### src/pkg/umaf_pkg.sv
// Package: register map, field layout and constants of the address-filtering UART
package umaf_pkg;

  // ----------------------------------------------------------------
  // Register byte addresses
  // ----------------------------------------------------------------
  localparam logic [7:0] ADDR_DATA     = 8'h00;
  localparam logic [7:0] ADDR_CSA      = 8'h04;
  localparam logic [7:0] ADDR_CSB      = 8'h08;
  localparam logic [7:0] ADDR_SHARED   = 8'h0c;
  localparam logic [7:0] ADDR_BAUD_LO  = 8'h10;

  // ----------------------------------------------------------------
  // Control/status A fields
  // ----------------------------------------------------------------
  localparam int CSA_RX_DONE  = 7;
  localparam int CSA_TX_DONE  = 6;
  localparam int CSA_TX_EMPTY = 5;
  localparam int CSA_SPEED2X  = 1;
  localparam int CSA_FILTER   = 0;

  // Control B fields
  localparam int CSB_RX_EN    = 4;
  localparam int CSB_TX_EN    = 3;
  localparam int CSB_SIZE2    = 2;
  localparam int CSB_RX_NINTH = 1;
  localparam int CSB_TX_NINTH = 0;

  // Shared location: bit 7 picks the target
  localparam int SH_SELECT    = 7;
  localparam int FMT_STOP2    = 3;
  localparam int FMT_SIZE_LO  = 1;

  // ----------------------------------------------------------------
  // Reset values, sampling constants and the nine-bit size code
  // ----------------------------------------------------------------
  localparam logic [7:0] FMT_RESET  = 8'h06;
  localparam logic [4:0] SPB_NORMAL = 5'h10;
  localparam logic [4:0] SPB_DOUBLE = 5'h08;
  localparam logic [4:0] SF_NORMAL  = 5'h08;
  localparam logic [4:0] SF_DOUBLE  = 5'h04;
  localparam logic [4:0] SM_NORMAL  = 5'h09;
  localparam logic [4:0] SM_DOUBLE  = 5'h05;
  localparam logic [2:0] SIZE_NINE  = 3'h7;

  typedef enum logic [1:0] {
    UMAF_HTRANS_IDLE = 2'h0,
    UMAF_HTRANS_BUSY = 2'h1,
    UMAF_HTRANS_NSEQ = 2'h2,
    UMAF_HTRANS_SEQ  = 2'h3
  } umaf_htrans_t;

endpackage

### src/design/umaf_top.sv
// Design: UART with multi-drop address filter behind an AHB-Lite slave
//
// Added by the designer: the AHB-Lite interface to the registers and the placing of the registers.
`timescale 1ns/1ns

// Operation
// - Sample 16 times per bit normally, 8 times with speed doubling.
// - First vote sample is number 8 normally, 4 when doubled.
// - Middle vote sample is number 9 normally, 5 when doubled.
// - Bit value is majority of the three centre samples.
// - Data plus parity bits counted per frame span 5 to 10; the code has no parity bit and counts 5 to 9 data bits.
// - Stay synchronised within slow and fast ratio limits from sampling.
// - With filter on, frames without address mark are discarded.
// - Transmitter ignores the address filter enable.
// - For 5 to 8 bit characters the first stop bit marks type.
// - For nine-bit characters the ninth bit marks frame type.
// - Type indicator one is address frame, zero is data frame.
// - Address frame with filter on is buffered and sets done flag.
// - Transmitter and receiver share one character size setting.
// - Writing one to transmit-done clears it; zero leaves it.
// - Bit 7 of a shared-location write selects the target register.
// - Select zero writes the divisor's high four bits; one writes format.
module umaf_top #(
  parameter int BAUD_W = 12
) (
  // Clock and reset
  input  wire logic        hclk,
  input  wire logic        hresetn,
  // AHB-Lite slave
  input  wire logic        hsel,
  input  wire logic [31:0] haddr,
  input  wire logic [1:0]  htrans,
  input  wire logic        hwrite,
  input  wire logic [2:0]  hsize,
  input  wire logic [31:0] hwdata,
  input  wire logic        hready,
  output logic      [31:0] hrdata,
  output logic             hreadyout,
  output logic             hresp,
  // Serial line
  input  wire logic        rxd,
  output logic             txd
);

  // ----------------------------------------------------------------
  // Bus slave
  // ----------------------------------------------------------------
  logic       wr_ph_q;
  logic       rd_ph_q;
  logic [7:0] addr_q;
  logic       ap_valid;

  assign ap_valid  = hsel && hready && htrans[1];
  assign hreadyout = 1'b1;
  assign hresp     = 1'b0;

  always_ff @(posedge hclk or negedge hresetn) begin
    if (!hresetn) begin
      wr_ph_q <= 1'b0;
      rd_ph_q <= 1'b0;
      addr_q  <= 8'h00;
    end else begin
      wr_ph_q <= ap_valid && hwrite;
      rd_ph_q <= ap_valid && !hwrite;
      if (ap_valid) begin
        addr_q <= haddr[7:0];
      end
    end
  end

  logic [7:0] wd;
  logic       wr_data;
  logic       wr_csa;
  logic       wr_csb;
  logic       wr_sh;
  logic       wr_blo;
  logic       rd_data;

  assign wd      = hwdata[7:0];
  assign wr_data = wr_ph_q && (addr_q == umaf_pkg::ADDR_DATA);
  assign wr_csa  = wr_ph_q && (addr_q == umaf_pkg::ADDR_CSA);
  assign wr_csb  = wr_ph_q && (addr_q == umaf_pkg::ADDR_CSB);
  assign wr_sh   = wr_ph_q && (addr_q == umaf_pkg::ADDR_SHARED);
  assign wr_blo  = wr_ph_q && (addr_q == umaf_pkg::ADDR_BAUD_LO);
  assign rd_data = ap_valid && !hwrite
                   && (haddr[7:0] == umaf_pkg::ADDR_DATA);

  // ----------------------------------------------------------------
  // Configuration registers
  // ----------------------------------------------------------------
  logic             speed2x_q;
  logic             filter_en_q;
  logic             rx_en_q;
  logic             tx_en_q;
  logic             size2_q;
  logic             tx_ninth_q;
  logic [7:0]       fmt_q;
  logic [3:0]       baud_hi_q;
  logic [7:0]       baud_lo_q;
  logic [2:0]       char_size_code;

  always_ff @(posedge hclk or negedge hresetn) begin
    if (!hresetn) begin
      speed2x_q   <= 1'b0;
      filter_en_q <= 1'b0;
    end else if (wr_csa) begin
      speed2x_q   <= wd[umaf_pkg::CSA_SPEED2X];
      filter_en_q <= wd[umaf_pkg::CSA_FILTER];
    end
  end

  always_ff @(posedge hclk or negedge hresetn) begin
    if (!hresetn) begin
      rx_en_q    <= 1'b0;
      tx_en_q    <= 1'b0;
      size2_q    <= 1'b0;
      tx_ninth_q <= 1'b0;
    end else if (wr_csb) begin
      rx_en_q    <= wd[umaf_pkg::CSB_RX_EN];
      tx_en_q    <= wd[umaf_pkg::CSB_TX_EN];
      size2_q    <= wd[umaf_pkg::CSB_SIZE2];
      tx_ninth_q <= wd[umaf_pkg::CSB_TX_NINTH];
    end
  end

  always_ff @(posedge hclk or negedge hresetn) begin
    if (!hresetn) begin
      fmt_q     <= umaf_pkg::FMT_RESET;
      baud_hi_q <= 4'h0;
      baud_lo_q <= 8'h00;
    end else begin
      if (wr_sh && wd[umaf_pkg::SH_SELECT]) begin
        fmt_q <= wd;
      end
      if (wr_sh && !wd[umaf_pkg::SH_SELECT]) begin
        baud_hi_q <= wd[3:0];
      end
      if (wr_blo) begin
        baud_lo_q <= wd;
      end
    end
  end

  // One size code for both directions
  assign char_size_code = {size2_q, fmt_q[umaf_pkg::FMT_SIZE_LO +: 2]};

  logic       nine;
  logic [3:0] nbits;
  assign nine  = (char_size_code == umaf_pkg::SIZE_NINE);
  assign nbits = nine ? 4'd9 : 4'(char_size_code[1:0]) + 4'd5;

  // ----------------------------------------------------------------
  // Sample tick from the divisor
  // ----------------------------------------------------------------
  logic [BAUD_W-1:0] bcnt_q;
  logic              tick;
  assign tick = (bcnt_q == '0);

  always_ff @(posedge hclk or negedge hresetn) begin
    if (!hresetn) begin
      bcnt_q <= '0;
    end else if (tick) begin
      bcnt_q <= BAUD_W'({baud_hi_q, baud_lo_q});
    end else begin
      bcnt_q <= bcnt_q - BAUD_W'(1);
    end
  end

  logic [4:0] spb;
  logic [4:0] s_first;
  logic [4:0] s_mid;
  assign spb     = speed2x_q ? umaf_pkg::SPB_DOUBLE : umaf_pkg::SPB_NORMAL;
  assign s_first = speed2x_q ? umaf_pkg::SF_DOUBLE : umaf_pkg::SF_NORMAL;
  assign s_mid   = speed2x_q ? umaf_pkg::SM_DOUBLE : umaf_pkg::SM_NORMAL;

  // ----------------------------------------------------------------
  // Receiver
  // ----------------------------------------------------------------
  typedef enum logic [1:0] {RX_IDLE, RX_START, RX_BITS, RX_STOP} umaf_rx_t;
  umaf_rx_t   rx_st_q;
  logic [4:0] smp_q;
  logic [3:0] ridx_q;
  logic [8:0] rsh_q;
  logic [1:0] votes_q;
  logic       vote;
  logic       bit_end;
  logic [7:0] rbuf_q;
  logic       rbuf9_q;
  logic       rx_done_q;

  // Majority of samples first, middle and last
  assign vote    = (votes_q[0] & votes_q[1]) | (rxd & (votes_q[0] | votes_q[1]));
  assign bit_end = tick && (smp_q == s_mid + 5'd1);

  always_ff @(posedge hclk or negedge hresetn) begin
    if (!hresetn) begin
      votes_q <= 2'b00;
    end else if (tick && smp_q == s_first) begin
      votes_q[0] <= rxd;
    end else if (tick && smp_q == s_mid) begin
      votes_q[1] <= rxd;
    end
  end

  logic frame_type;
  logic keep;
  // Address mark: ninth bit or first stop bit
  assign frame_type = nine ? rsh_q[8] : vote;
  assign keep = !filter_en_q || frame_type;

  always_ff @(posedge hclk or negedge hresetn) begin
    if (!hresetn) begin
      rx_st_q <= RX_IDLE;
      smp_q   <= 5'd0;
      ridx_q  <= 4'd0;
      rsh_q   <= 9'h000;
    end else if (!rx_en_q) begin
      rx_st_q <= RX_IDLE;
    end else if (tick) begin
      smp_q <= (smp_q == spb) ? 5'd1 : smp_q + 5'd1;
      case (rx_st_q)
        RX_IDLE: begin
          if (!rxd) begin
            rx_st_q <= RX_START;
            smp_q   <= 5'd2;
          end
        end
        RX_START: begin
          if (bit_end) begin
            rx_st_q <= vote ? RX_IDLE : RX_BITS;
            ridx_q  <= 4'd0;
          end
        end
        RX_BITS: begin
          if (bit_end) begin
            // Data plus ninth bit, 5 to 9 bits, LSB first
            rsh_q  <= {vote, rsh_q[8:1]};
            ridx_q <= ridx_q + 4'd1;
            if (ridx_q == nbits - 4'd1) begin
              rx_st_q <= RX_STOP;
            end
          end
        end
        RX_STOP: begin
          if (bit_end) begin
            rx_st_q <= RX_IDLE;
          end
        end
        default: rx_st_q <= RX_IDLE;
      endcase
    end
  end

  logic       store;
  logic [8:0] aligned;
  assign store   = tick && bit_end && rx_st_q == RX_STOP && keep;
  assign aligned = rsh_q >> (4'd9 - nbits);

  always_ff @(posedge hclk or negedge hresetn) begin
    if (!hresetn) begin
      rbuf_q    <= 8'h00;
      rbuf9_q   <= 1'b0;
      rx_done_q <= 1'b0;
    end else begin
      if (store) begin
        // Filtered frames never reach here, nor touch the flag
        rbuf_q    <= aligned[7:0];
        rbuf9_q   <= nine & aligned[8];
        rx_done_q <= 1'b1;
      end else if (rd_data) begin
        rx_done_q <= 1'b0;
      end
    end
  end

  // ----------------------------------------------------------------
  // Transmitter, blind to the filter enable
  // ----------------------------------------------------------------
  logic [11:0] tsh_q;
  logic [3:0]  tleft_q;
  logic [4:0]  tsmp_q;
  logic        tx_empty_q;
  logic [8:0]  tx_hold_q;
  logic        tx_done_q;
  logic        tx_busy;
  logic [3:0]  tlen;
  logic [11:0] tframe;

  assign tx_busy = (tleft_q != 4'd0);
  assign tlen    = nbits + 4'd2 + 4'(fmt_q[umaf_pkg::FMT_STOP2]);
  assign tframe  = ({3'b111, tx_hold_q} << 1) | (12'hfff << (nbits + 4'd1));

  always_ff @(posedge hclk or negedge hresetn) begin
    if (!hresetn) begin
      tsh_q      <= 12'hfff;
      tleft_q    <= 4'd0;
      tsmp_q     <= 5'd1;
      tx_empty_q <= 1'b1;
      tx_hold_q  <= 9'h000;
    end else begin
      if (wr_data && tx_empty_q) begin
        tx_hold_q  <= {tx_ninth_q, wd};
        tx_empty_q <= 1'b0;
      end else if (!tx_busy && !tx_empty_q && tx_en_q && tick) begin
        // Start on a tick, else the start bit is short by up to the divisor value in clocks
        tsh_q      <= tframe;
        tleft_q    <= tlen;
        tsmp_q     <= 5'd1;
        tx_empty_q <= 1'b1;
      end
      // Separate so a data write never swallows a shift tick
      if (tx_busy && tick) begin
        tsmp_q <= (tsmp_q == spb) ? 5'd1 : tsmp_q + 5'd1;
        if (tsmp_q == spb) begin
          tsh_q   <= {1'b1, tsh_q[11:1]};
          tleft_q <= tleft_q - 4'd1;
        end
      end
    end
  end

  assign txd = tsh_q[0];

  logic tx_fin;
  assign tx_fin = tx_busy && tick && tsmp_q == spb && tleft_q == 4'd1
                  && tx_empty_q;

  always_ff @(posedge hclk or negedge hresetn) begin
    if (!hresetn) begin
      tx_done_q <= 1'b0;
    end else if (tx_fin) begin
      tx_done_q <= 1'b1;
    end else if (wr_csa && wd[umaf_pkg::CSA_TX_DONE]) begin
      tx_done_q <= 1'b0;
    end
  end

  // ----------------------------------------------------------------
  // Read data
  // ----------------------------------------------------------------
  always_ff @(posedge hclk or negedge hresetn) begin
    if (!hresetn) begin
      hrdata <= 32'h0000_0000;
    end else if (ap_valid && !hwrite) begin
      case (haddr[7:0])
        umaf_pkg::ADDR_DATA:    hrdata <= {24'h0, rbuf_q};
        umaf_pkg::ADDR_CSA:     hrdata <= {24'h0, rx_done_q, tx_done_q,
                                  tx_empty_q, 3'b000, speed2x_q, filter_en_q};
        umaf_pkg::ADDR_CSB:     hrdata <= {24'h0, 3'b000, rx_en_q, tx_en_q,
                                  size2_q, rbuf9_q, tx_ninth_q};
        umaf_pkg::ADDR_SHARED:  hrdata <= {28'h0, baud_hi_q};
        umaf_pkg::ADDR_BAUD_LO: hrdata <= {24'h0, baud_lo_q};
        default:                hrdata <= 32'h0000_0000;
      endcase
    end
  end

endmodule

### config.mk
export PLATFORM = sky130hd
export DESIGN_NAME = umaf_top
export DESIGN_NICKNAME = d
export VERILOG_FILES = /design/src/pkg/umaf_pkg.sv /design/src/design/umaf_top.sv
export SDC_FILE = /design/constraint.sdc
export NUM_CORES = 1
export LEC_CHECK = 0
export BUFFER_PORTS_ARGS = -buffer_cell sky130_fd_sc_hd__buf_2
export CAP_MARGIN = 30
export CELL_PAD_IN_SITES_DETAIL_PLACEMENT = 0
export CELL_PAD_IN_SITES_GLOBAL_PLACEMENT = 1
export CORE_ASPECT_RATIO = 1.2
export CORE_MARGIN = 10
export CORE_UTILIZATION = 40
export DETAILED_ROUTE_END_ITERATION = 10
export GPL_ROUTABILITY_DRIVEN = 0
export PLACE_DENSITY = 0.89
export SETUP_SLACK_MARGIN = 0.2
export SLEW_MARGIN = 20
export SYNTH_ARGS = -nofsm -noshare
export SYNTH_HDL_FRONTEND = slang
export SYNTH_SLANG_ARGS = --single-unit
export TNS_END_PERCENT = 100
### constraint.sdc
create_clock -name hclk -period 2.3 [get_ports hclk]
set_input_delay 0.46 -clock hclk [delete_from_list [all_inputs] [get_ports hclk]]
set_output_delay 0.46 -clock hclk [all_outputs]
set_load 0.02 [all_outputs]
==> Yosys cells after proc, flatten, opt, wreduce, memory -nomap -nowiden <==
Cells that the tools add are included.
{ "classes": {"muxes": 40, "bitwise_logic": 7, "n_lt_le_gt_ge": 0, "n_eq_ne": 28, "reduce_logical": 49, "n_addsub": 12, "shift": 2, "mul": 0, "div_mod_pow": 0} }
{ "ops": {"columns": ["operator", "count"], "rows": [
  ["$mux W12", 5],
  ["$mux W5", 8],
  ["$pmux W8 S5", 1],
  ["$mux W4", 9],
  ["$eq A8 B4 Y1 const B", 4],
  ["$logic_and A1 B1 Y1", 27],
  ["$eq A8 B3 Y1 const B", 2],
  ["$eq A8 B5 Y1 const B", 2],
  ["$logic_not A8 Y1", 2],
  ["$mux W2", 8],
  ["$eq A5 B5 Y1", 3],
  ["$ne A3 B3 Y1 const B", 5],
  ["$logic_not A12 Y1", 1],
  ["$or A12 B12 Y12", 1],
  ["$shl A12 B4 Y12 const A", 1],
  ["$sub A12 B1 Y12 const B", 1],
  ["$add A5 B1 Y5 const B", 2],
  ["$eq A5 B4 Y1", 2],
  ["$reduce_bool A2 Y1", 5],
  ["$shr A9 B4 Y9", 1],
  ["$add A4 B1 Y4 const B", 2],
  ["$pmux W2 S4", 1],
  ["$pmux W4 S2", 1],
  ["$sub A4 B1 Y4 const B", 2],
  ["24 further kinds", 42]
]} }
{ "totals": {"mem_bits_rw": 0, "romBits": 0, "n_memories": 0, "latch_bits": 0, "ff_bits": 139} }

==> Logic depth before layout (Yosys ltp) <==
Gate-level depths: netlist of the first run.
{ "depth": {"word_depth": 9, "depth_mapped": 10, "depth_no_buf": 9} }

==> Worst setup path after synthesis of the first run <==
Ideal clock, no wire load.
{ "synth_timing": {"path_type": "register to register", "startpoint": "register fmt_q[1]", "endpoint": "register rx_st_q[0]", "arrival_time_ps": 2447, "setup_ps": 86, "n_path_buf": 1, "required_time_ps": 2214, "path_stages_with_launch": 11, "path_slack_ps": -233, "path_cell_list": "dfstp_2 -> inv_1 -> ha_1 -> inv_1 -> clkbuf_1 -> ha_1 -> xor2_1 -> o21ai_0 -> nor4_1 -> a31oi_1 -> nor3_1"} }
{ "synth_via": {"elab_chain_len": 6, "word_cells_on_any_way": 7} }
{ "synth_lines": {"columns": ["element", "line_no", "rtl"], "rows": [
  ["from (decl)", "umaf_top.sv:97", "logic [7:0] fmt_q;"],
  ["from (signal assigned)", "umaf_top.sv:128", "fmt_q <= umaf_pkg::FMT_RESET;"],
  ["from (signal assigned)", "umaf_top.sv:133", "fmt_q <= wd;"],
  ["$add A2 B3 Y4 or $eq A3 B3 Y1 (tied branches)", "umaf_top.sv:150, umaf_top.sv:149", null],
  ["$mux W4 *", "umaf_top.sv:150", "assign nbits = nine ? 4'd9 : 4'(char_size_code[1:0]) + 4'd5;"],
  ["$sub A4 B1 Y4 *", "umaf_top.sv:239", "if (ridx_q == nbits - 4'd1) begin"],
  ["$eq A4 B4 Y1 *", "umaf_top.sv:239", null],
  ["$ne A3 B3 Y1 (no source line) *", null, null],
  ["$reduce_and A6 Y1 (no source line) *", null, null],
  ["to (signal assigned)", "umaf_top.sv:230", "rx_st_q <= vote ? RX_IDLE : RX_BITS;"],
  ["to (decl)", "umaf_top.sv:180", "umaf_rx_t rx_st_q;"]
]} }
Every way passes the cells marked *; elsewhere a longest branch is shown, timed or not.
A chain may end at the register's enable or synchronous reset.

==> Worst setup path in the final report of the first run <==
{ "layout_timing": {"startpoint": "register bcnt_q[1]", "endpoint": "register tleft_q[3]"} }
{ "layout_via": {"elab_chain_len": 6, "word_cells_on_any_way": 7} }
{ "layout_lines": {"columns": ["element", "line_no", "rtl"], "rows": [
  ["from (decl)", "umaf_top.sv:155", "logic [BAUD_W-1:0] bcnt_q;"],
  ["from (signal assigned)", "umaf_top.sv:163", "bcnt_q <= BAUD_W'({baud_hi_q, baud_lo_q});"],
  ["from (signal assigned)", "umaf_top.sv:165", "bcnt_q <= bcnt_q - BAUD_W'(1);"],
  ["$logic_not A12 Y1 *", "umaf_top.sv:157", "assign tick = (bcnt_q == '0);"],
  ["$logic_and A1 B1 Y1", "umaf_top.sv:304", "end else if (!tx_busy && !tx_empty_q && tx_en_q && tick) begin"],
  ["$mux W4", "umaf_top.sv:304", null],
  ["$mux W4", "umaf_top.sv:301", "if (wr_data && tx_empty_q) begin"],
  ["$mux W4", "umaf_top.sv:314", "if (tsmp_q == spb) begin"],
  ["$mux W4 *", "umaf_top.sv:312", "if (tx_busy && tick) begin"],
  ["to (signal assigned)", "umaf_top.sv:307", "tleft_q <= tlen;"],
  ["to (signal assigned)", "umaf_top.sv:316", "tleft_q <= tleft_q - 4'd1;"],
  ["to (decl)", "umaf_top.sv:280", "logic [3:0] tleft_q;"]
]} }
Marks and branches as above.

==> impl_metrics.yaml, run 1 <==
status:
  status: "finished, final reports clean"
clock_tree:
  max-clock-path-buffers: 2
  cts_sinks: 114
  htree_levels: 4
  cts-buffers-inserted: 17
  root_buffer: "clkbuf_16"
  clk_pin_slew_worst_paths_ns: 0.06
  cts_hold_buf: 0
  cts_tree: "yes"
  clock_latency_ns: 0.43
global_routing:
  antenna_found_initial: 0
  grt_pass1_vias: 5172
  grt_start_max_net_pins: 47
  grt_usage_pct: 16.03
  grt-ovfl-total: 0
  grt_first_pass_wirelength_um: 27150
die:
  core_area_mm2: 0.01514
  num_io_pins: 110
  dieArea_mm2: 0.02101
  fp.dieW_um: 134.0
  rows: 49
  die_y_um: 156.8
  start_util_pct: 41.19
worst_setup_path:
  crit_buf_inv: 2
  critPathMaxStageDelay_ns: 0.42
  crit_slowest_cell: "or4_1"
  crit_type: "flip-flop to flip-flop"
  cpLargestDelayFamily: "simple AND/OR/NAND/NOR gates"
  critPathLaunchType: "flip-flop"
  crit_chain: "inv_2 > ha_4 > or3b_4 > nor3_4 > buf_12 > nand3_2 > or4_1 > mux2_4"
  r2r_slack_ns: 0.04
  worstReg2RegStart: "bcnt_q[1]$_DFF_PN0_"
  reg2regPathDepth: 8
  end_kind: "flip-flop"
  timing.rr.end: "tleft_q[3]$_DFF_PN0_"
  critPathMaxFanout: 6
  cp.required_ns: 2.61
  cp.arrival_ns: 2.57
placed_design:
  dp_slack_ns: -0.04063
  dp_hpwl_um: 11400
  port_buffers: 31
sta:
  finalSetupViolations: 0
  drv_slew: 0
  finalHoldViolations: 0
  min_period_ns: 2.260
  tightest_slew_ns: 0.5631
  fin_worst_skew_ns: 0.01140
  max_slew_margin_pct: 61.97
  fin_ws_ns: 0.03966
  holdWs_ns: 0.008462
  fmax_ghz: 0.4424
  rsz0062_at_grt: "yes"
  fin_crit_sh_pct: 98.28
finish:
  drive_above_1_share_pct: 42.41
  register_area_mm2: 0.002874
  area_growth_pct: 30.95
  layout_common_cells: "dfrtp_1, buf_4, nand2_1, mux2_4, mux2_2"
  diodes: 0
  final_common_cell: "dfrtp_1"
  final_nets: 779
  multi_input_area_mm2: 0.003585
  nFillCells: 1214
  final_core_util_pct: 53.94
synth:
  synth_xor_area_share_pct: 2.106
  ys_seq_elements: 114
  synth-edff-count: 0
  seq_area_frac_synth_pct: 46.06
  netlist_area_mm2: 0.006237
  synth_flop_cell: "dfrtp_1"
  synth.area.mux_share_pct: 15.27
  yosys.area_share.adder_pct: 3.972
  synth_top_area_cell: "dfrtp_1"
  synth_cell_types: 65
  synth_area_leaders: "dfrtp_1, mux2_2, dfstp_2"
  yosys.area_share.simple_pct: 15.05
  yosysWarnings: 0
  async_flop_share_pct: 100.0
  synth_cells: 588
  synth.avg_cell_area_um2: 10.61
  netlist.area_leader.share_pct: 39.32
  synth_compound_area_share_pct: 11.23
  synth_top_family_by_area: "multiplexers"
worst_hold_path:
  hold_path_class: "primary input to async pin"
detailed_routing:
  vias_per_cell: 5.576
  drt_wl_total_um: 17480
  ant_nets: 0
  wl_per_cell_um: 19.38
  drc: 0
  drtIter0Drc: 316
  vias: 5030
  dr.pass1.iters: 8
job:
  drv_cap: 0
power_and_ir_drop:
  leakagePower_nw: 3.589
  irDropWorstVdd_mv: 0.5485
  p_per_area_mw_per_mm2: 684.1
  power_mw: 5.588
## Yosys cell counts (7+ instances only)
cell,count
dfrtp_1,98
mux2_2,65
nand2_1,40
nor2_1,34
o21ai_0,32
buf_4,26
inv_1,26
nor3_1,23
nand3_1,20
ha_1,19
clkbuf_1,16
dfstp_2,16
a21oi_1,13
mux2i_1,13
xnor2_1,13
a22o_1,9
nand2b_1,7
nand3b_1,7
o31ai_1,7
## worst reg2reg max path, stage by stage, from the launching register on
cell and delay, ns:
dfrtp_1 0.38, inv_2 0.08, ha_4 0.13, or3b_4 0.41, nor3_4 0.21, buf_12 0.15
nand3_2 0.09, or4_1 0.42, mux2_4 0.27
## flip-flops by register name (all words and copies together), names as in the netlist, 5 cells and up
| register | flops |
|---|---|
| rsh_q | 9 |
| bcnt_q | 12 |
| smp_q | 5 |
| rbuf_q | 8 |
| tx_hold_q | 9 |
| addr_q | 8 |
| baud_lo_q | 8 |
| hrdata | 8 |
| tsh_q | 12 |
| tsmp_q | 5 |
## area by class of cell
type | instances | share of cell area (%)
Clock buffer | 18 | 5.377
Multi-Input combinational cell | 424 | 43.89
Clock inverter | 14 | 1.287
Timing Repair Buffer | 101 | 9.804
Tap cell | 204 | 3.125
Inverter | 27 | 1.333
Sequential cell | 114 | 35.19
## where the power goes
group	switching (mW)	internal [mW]
clock	1.03	1.41
sequential	0.146	2.15
combinational	0.455	0.397
total	1.63	3.96
## worst max-delay path by stage
stage                                        to  cells after the start                 from
after floorplan            tleft_q[3]$_DFF_PN0_                      7  bcnt_q[0]$_DFF_PN0_
after global placement     rsh_q[7]$_DFFE_PN0P_                      8  bcnt_q[0]$_DFF_PN0_
after detailed placement   rsh_q[7]$_DFFE_PN0P_                      8  bcnt_q[0]$_DFF_PN0_
after CTS                  tleft_q[3]$_DFF_PN0_                      8  bcnt_q[1]$_DFF_PN0_
after global routing      rbuf_q[4]$_DFFE_PN0P_                      8  bcnt_q[1]$_DFF_PN0_
final                      tleft_q[3]$_DFF_PN0_                      8  bcnt_q[1]$_DFF_PN0_
## cell families (layout without fill, tap and decap cells)
kind of cell | count (synthesis) | count (layout)
adder cells (fa/ha/maj) | 20 | 20
flip-flops | 114 | 114
multiplexers | 82 | 82
AO/OA/AOI/OAI | 104 | 104
other | 2 | 26
AND/OR/NAND/NOR | 176 | 177
buffers and inverters | 75 | 160
XOR/XNOR | 15 | 15
## per-stage QoR
step                      cell area [um2]  instances  setup TNS, ns
after floorplan                      6372        612              0
after global placement               6822        841              0
after detailed placement             6822        841        -0.2773
after CTS                            7845        897              0
after global routing                 8168        902      -0.005567
final                                8168        902              0
## per-layer routing
| layer | GRT usage (%) | vias to the layer above | wire [um] |
|---|---|---|---|
| li1 | - | 2285 | - |
| met2 | 29.02 | 158 | 9464 |
| met3 | 3.107 | 48 | 772 |
| met5 | 0 | - | 0 |
| met1 | 17.83 | 2539 | 6705 |
| met4 | 7.109 | 0 | 541 |
## what timing repair did
action                     in CTS  in global routing
pin swaps                      22                 25
setup endpoints to repair      61                 81
gates resized for setup        76                 67
buffers inserted               20                  5
gates cloned                    4                  0
Note: power is estimated with default switching activity, not from simulation.
==> inputs of run 2 (changes only) <==
Settings changed: SETUP_SLACK_MARGIN 0.2 to default.
==> impl_metrics.yaml, run 2 (same netlist as run 1, synthesis figures left out) <==
status:
  status: "finished, final reports clean"
die:
  core_area_mm2: 0.01514
  dieArea_mm2: 0.02101
  die_y_um: 156.8
  fp.dieW_um: 134.0
  num_io_pins: 110
  rows: 49
  start_util_pct: 41.19
power_and_ir_drop:
  p_per_area_mw_per_mm2: 746.5
  irDropWorstVdd_mv: 0.5561
  clkPwrFrac_pct: 47.0
  leakagePower_nw: 3.509
  power_frac_comb_pct: 13.7
  seq_power_share_pct: 39.3
  p_sw_share_pct: 26.82
  internal_power_mw: 4.218
  p_switching_mw: 1.546
sta:
  fmax_ghz: 0.4387
  setup_tns_ns: 0
  fin_crit_sh_pct: 99.11
  rsz0062_at_grt: "yes"
  tightest_slew_ns: 0.6212
  fin_worst_skew_ns: 0.008617
  max_slew_margin_pct: 58.59
  finalHoldViolations: 0
  min_period_ns: 2.279
  finalSetupViolations: 0
  drv_slew: 0
  holdWs_ns: 0.06552
finish:
  final_common_cell: "dfrtp_1"
  finalNonFillerCells: 891
  area_growth_pct: 23.81
  final_nets: 768
  final_cell_area_mm2: 0.007722
  reg_top3: "bcnt_q x12, tsh_q x12"
  drive_above_1_share_pct: 34.93
  diodes: 0
  layout_common_cells: "dfrtp_1, mux2_2, buf_4, nand2_1, nor2_1"
clock_tree:
  cts_hold_buf: 0
  htree_levels: 4
  clock_latency_ns: 0.41
  clk_pin_slew_worst_paths_ns: 0.06
  cts_sinks: 114
  root_buffer: "clkbuf_16"
  cts-buffers-inserted: 17
  max-clock-path-buffers: 2
  cts_tree: "yes"
global_routing:
  grt_pass1_vias: 5176
  grt_start_max_net_pins: 45
  grt_usage_pct: 15.02
  grt_first_pass_wirelength_um: 25720
  antenna_found_initial: 0
  grt-ovfl-total: 0
worst_setup_path:
  critPathMaxStageDelay_ns: 0.42
  crit_slowest_cell: "or3b_4"
  cp.required_ns: 2.60
  crit_type: "flip-flop to flip-flop"
  cp.arrival_ns: 2.58
  critPathMaxFanout: 3
  end_kind: "flip-flop"
  crit_chain: "inv_1 > ha_2 > or3b_4 > nor3_4 > buf_6 > nand3_2 > or4_1 > mux2_2"
  critPathLaunchType: "flip-flop"
detailed_routing:
  drt_wl_total_um: 15860
  vias: 4860
  drc: 0
  vias_per_cell: 5.455
  drtIter0Drc: 352
  dr.pass1.iters: 6
  wl_per_cell_um: 17.80
  ant_nets: 0
placed_design:
  port_buffers: 31
  dp_hpwl_um: 11310
  dpl.cell_count: 853
  placed_area_mm2: 0.006935
worst_hold_path:
  hold_path_class: "primary input to async pin"
job:
  drv_cap: 0
run 2: changes by cell type in the layout (fill, tap and decap cells not counted), sizes merged:
cell,change
bufinv,+3
clkbuf,-1
buf,-12
clkinvlp,-3
and2,+1
inv,-1
clkinv,+2
run 2: layout make-up:
cell class	count	area [um2]
fill	1312	7421
multi-input combinational	425	3229
sequential	114	2873
timing repair buffer	89	658.1
clock buffer	17	425.4
tap	204	255.2
clock inverter	15	180.2
inverter	27	101.3
run 2: timing repair:
item / in CTS / in global routing
gates cloned: 1 / 2
pin swaps: 3 / 9
setup buffers: 1 / 4
setup endpoints to repair: 39 / 39
gates resized for setup: 8 / 34
run 2: routing by layer:
metal / wire, um / track usage [%]
met1: 6266 / 16.38
met2: 8609 / 27.60
met3: 663 / 3.427
met4: 317 / 5.760
met5: 0 / 0
run 2: metrics by stage:
| stage | util (%) | total power, mW | worst slack [ns] |
|---|---|---|---|
| after floorplan | - | 2.727 | 0.01261 |
| after global placement | 45.80 | 2.981 | -0.1189 |
| after detailed placement | 45.80 | 3.030 | -0.1416 |
| after CTS | 50.10 | 5.769 | 0.005939 |
| after global routing | 51.00 | 5.987 | -0.07285 |
| final | 51.00 | 5.765 | 0.02051 |
run 2: worst max-delay path: cells and delay by family (launching register included):
| family | cells | cell delay [ns] |
|---|---|---|
| simple gates | 4 | 1.13 |
| flops | 1 | 0.37 |
| mux | 1 | 0.27 |
| buf+inv | 2 | 0.22 |
| fa+ha+maj | 1 | 0.17 |
run 2: power by group through the flow:
| stage | registers [mW] | clock network, mW | logic [mW] |
|---|---|---|---|
| 2_1_floorplan | 2.30 | 0 | 0.424 |
| 3_3_place_gp | 2.28 | 0 | 0.698 |
| 3_5_place_dp | 2.29 | 0 | 0.735 |
| 4_1_cts | 2.26 | 2.73 | 0.773 |
| 5_1_grt | 2.28 | 2.84 | 0.865 |
| 6_report | 2.27 | 2.71 | 0.790 |
run 2: path summary, 6_finish.rpt:
check,startpoint,end,slack [ns],cells after the start
hold / removal,hresetn,votes_q[1]$_DFFE_PN0P_,0.07,1
setup / recovery,bcnt_q[1]$_DFF_PN0_,tleft_q[3]$_DFF_PN0_,0.02,8
hold reg to reg,tsh_q[1]$_DFF_PN1_,tsh_q[1]$_DFF_PN1_,0.48,2
setup reg to reg,bcnt_q[1]$_DFF_PN0_,tleft_q[3]$_DFF_PN0_,0.02,8
min in group hclk,hwrite,wr_ph_q$_DFF_PN0_,0.29,3
max in group asynchronous,hresetn,tsh_q[9]$_DFF_PN1_,1.58,2
==> inputs of run 3 (changes only) <==
Settings changed: MAX_ROUTING_LAYER from default to met4.
==> impl_metrics.yaml, run 3 (same netlist as run 1, synthesis figures left out) <==
global_routing:
  grt_pass1_vias: 5172
  grt_start_max_net_pins: 45
  grt_first_pass_wirelength_um: 25760
  antenna_found_initial: 0
  grt-ovfl-total: 0
  grt_usage_pct: 15.47
power_and_ir_drop:
  internal_power_mw: 4.217
  irDropWorstVdd_mv: 0.5626
  power_frac_comb_pct: 13.7
  clkPwrFrac_pct: 47.0
  leakagePower_nw: 3.513
  power_mw: 5.771
  p_sw_share_pct: 26.92
  seq_power_share_pct: 39.3
  p_per_area_mw_per_mm2: 746.2
  p_switching_mw: 1.553
clock_tree:
  cts_tree: "yes"
  clk_pin_slew_worst_paths_ns: 0.06
  htree_levels: 4
  clock_latency_ns: 0.42
  cts_hold_buf: 0
  max-clock-path-buffers: 2
  cts_sinks: 114
  cts-buffers-inserted: 17
  root_buffer: "clkbuf_16"
sta:
  tightest_slew_ns: 0.6341
  fmax_ghz: 0.4377
  finalSetupViolations: 0
  setup_tns_ns: 0
  holdWs_ns: 0.06408
  fin_worst_skew_ns: 0.006568
  fin_crit_sh_pct: 99.34
  max_slew_margin_pct: 57.72
  min_period_ns: 2.285
  rsz0062_at_grt: "yes"
  drv_slew: 0
  fin_ws_ns: 0.01525
  finalHoldViolations: 0
worst_hold_path:
  hold_path_class: "primary input to async pin"
die:
  die_y_um: 156.8
  fp.dieW_um: 134.0
  core_area_mm2: 0.01514
  rows: 49
  num_io_pins: 110
  start_util_pct: 41.19
  dieArea_mm2: 0.02101
detailed_routing:
  drt_wl_total_um: 16120
  drtIter0Drc: 408
  wl_per_cell_um: 18.07
  drc: 0
  vias_per_cell: 5.503
  ant_nets: 0
  dr.pass1.iters: 5
  vias: 4909
worst_setup_path:
  cp.required_ns: 2.60
  critPathMaxFanout: 3
  end_kind: "flip-flop"
  cp.arrival_ns: 2.59
  critPathLaunchType: "flip-flop"
  crit_type: "flip-flop to flip-flop"
finish:
  reg_top3: "bcnt_q x12, tsh_q x12"
  area_growth_pct: 23.99
  final_common_cell: "dfrtp_1"
  diodes: 0
  layout_common_cells: "dfrtp_1, mux2_2, buf_4, nand2_1, nor2_1"
  nFillCells: 1307
  drive_above_1_share_pct: 34.88
  final_cell_area_mm2: 0.007734
  final_nets: 769
status:
  status: "finished, final reports clean"
placed_design:
  dp_slack_ns: -0.1416
  dp_hpwl_um: 11310
  placed_area_mm2: 0.006935
  port_buffers: 31
job:
  drv_cap: 0
==> run 3: cell count changes in the layout (fill, tap and decap cells not counted) <==
cell / previous run / this run
a21bo_2: 0 / 1
a21bo_4: 1 / 0
buf_6: 4 / 5
inv_1: 24 / 25
inv_2: 3 / 2
nor4_1: 3 / 4
nor4_2: 2 / 1
o21ai_0: 30 / 31
o21ai_1: 2 / 0
o21ai_2: 0 / 1
o221a_2: 1 / 0
o221a_4: 0 / 1
==> run 3: cell type report <==
class                           instances  area (um2)  area share, %
Sequential cell                       114        2873          37.15
Inverter                               27       101.3          1.310
Multi-Input combinational cell        425        3229          41.76
Clock buffer                           17       425.4          5.501
Timing Repair Buffer                   90       669.4          8.656
Clock inverter                         15       180.2          2.330
Tap cell                              204       255.2          3.300
==> run 3: path summary, 6_finish.rpt <==
check	to	depth (start not counted)	start	slack (ns)
worst max-delay path	tleft_q[3]$_DFF_PN0_	8	bcnt_q[0]$_DFF_PN0_	0.02
worst min-delay path	votes_q[1]$_DFFE_PN0P_	1	hresetn	0.06
worst max register to register	tleft_q[3]$_DFF_PN0_	8	bcnt_q[0]$_DFF_PN0_	0.02
worst min register to register	tsh_q[1]$_DFF_PN1_	2	tsh_q[1]$_DFF_PN1_	0.48
max in group asynchronous	tsh_q[8]$_DFF_PN1_	2	hresetn	1.58
min in group hclk	wr_ph_q$_DFF_PN0_	3	hwrite	0.29
==> run 3: power groups by stage <==
stage	Combinational, mW	Clock, mW	Sequential, mW
after floorplan	0.424	0	2.30
after global placement	0.698	0	2.28
after detailed placement	0.735	0	2.29
after CTS	0.773	2.73	2.26
after global routing	0.865	2.84	2.28
final	0.791	2.71	2.27
==> run 3: worst max-delay path: stages, from the launching register on <==
cell and delay [ns]:
dfrtp_1 0.37, inv_1 0.06, ha_2 0.17, or3b_4 0.42
nor3_4 0.22, buf_6 0.16, nand3_2 0.09, or4_1 0.40
mux2_2 0.27
==> run 3: metrics by stage <==
step	util (%)	cells
6_report	51.07	892
2_1_floorplan	-	612
5_1_grt	51.07	892
3_3_place_gp	45.80	853
4_1_cts	50.10	887
3_5_place_dp	45.80	853
==> run 3: what timing repair did <==
action,CTS,global route
setup endpoints to repair,39,39
pin swaps,3,8
setup buffers,1,4
gates resized for setup,8,32
gates cloned,1,2
==> run 3: layer usage <==
metal  track usage, %  up-vias  wire (um)
li1                 -     2253          -
met3            3.427       37        713
met5                -        -          0
met4            5.916        0        348
met1            16.44     2459       6367
met2            27.53      160       8693
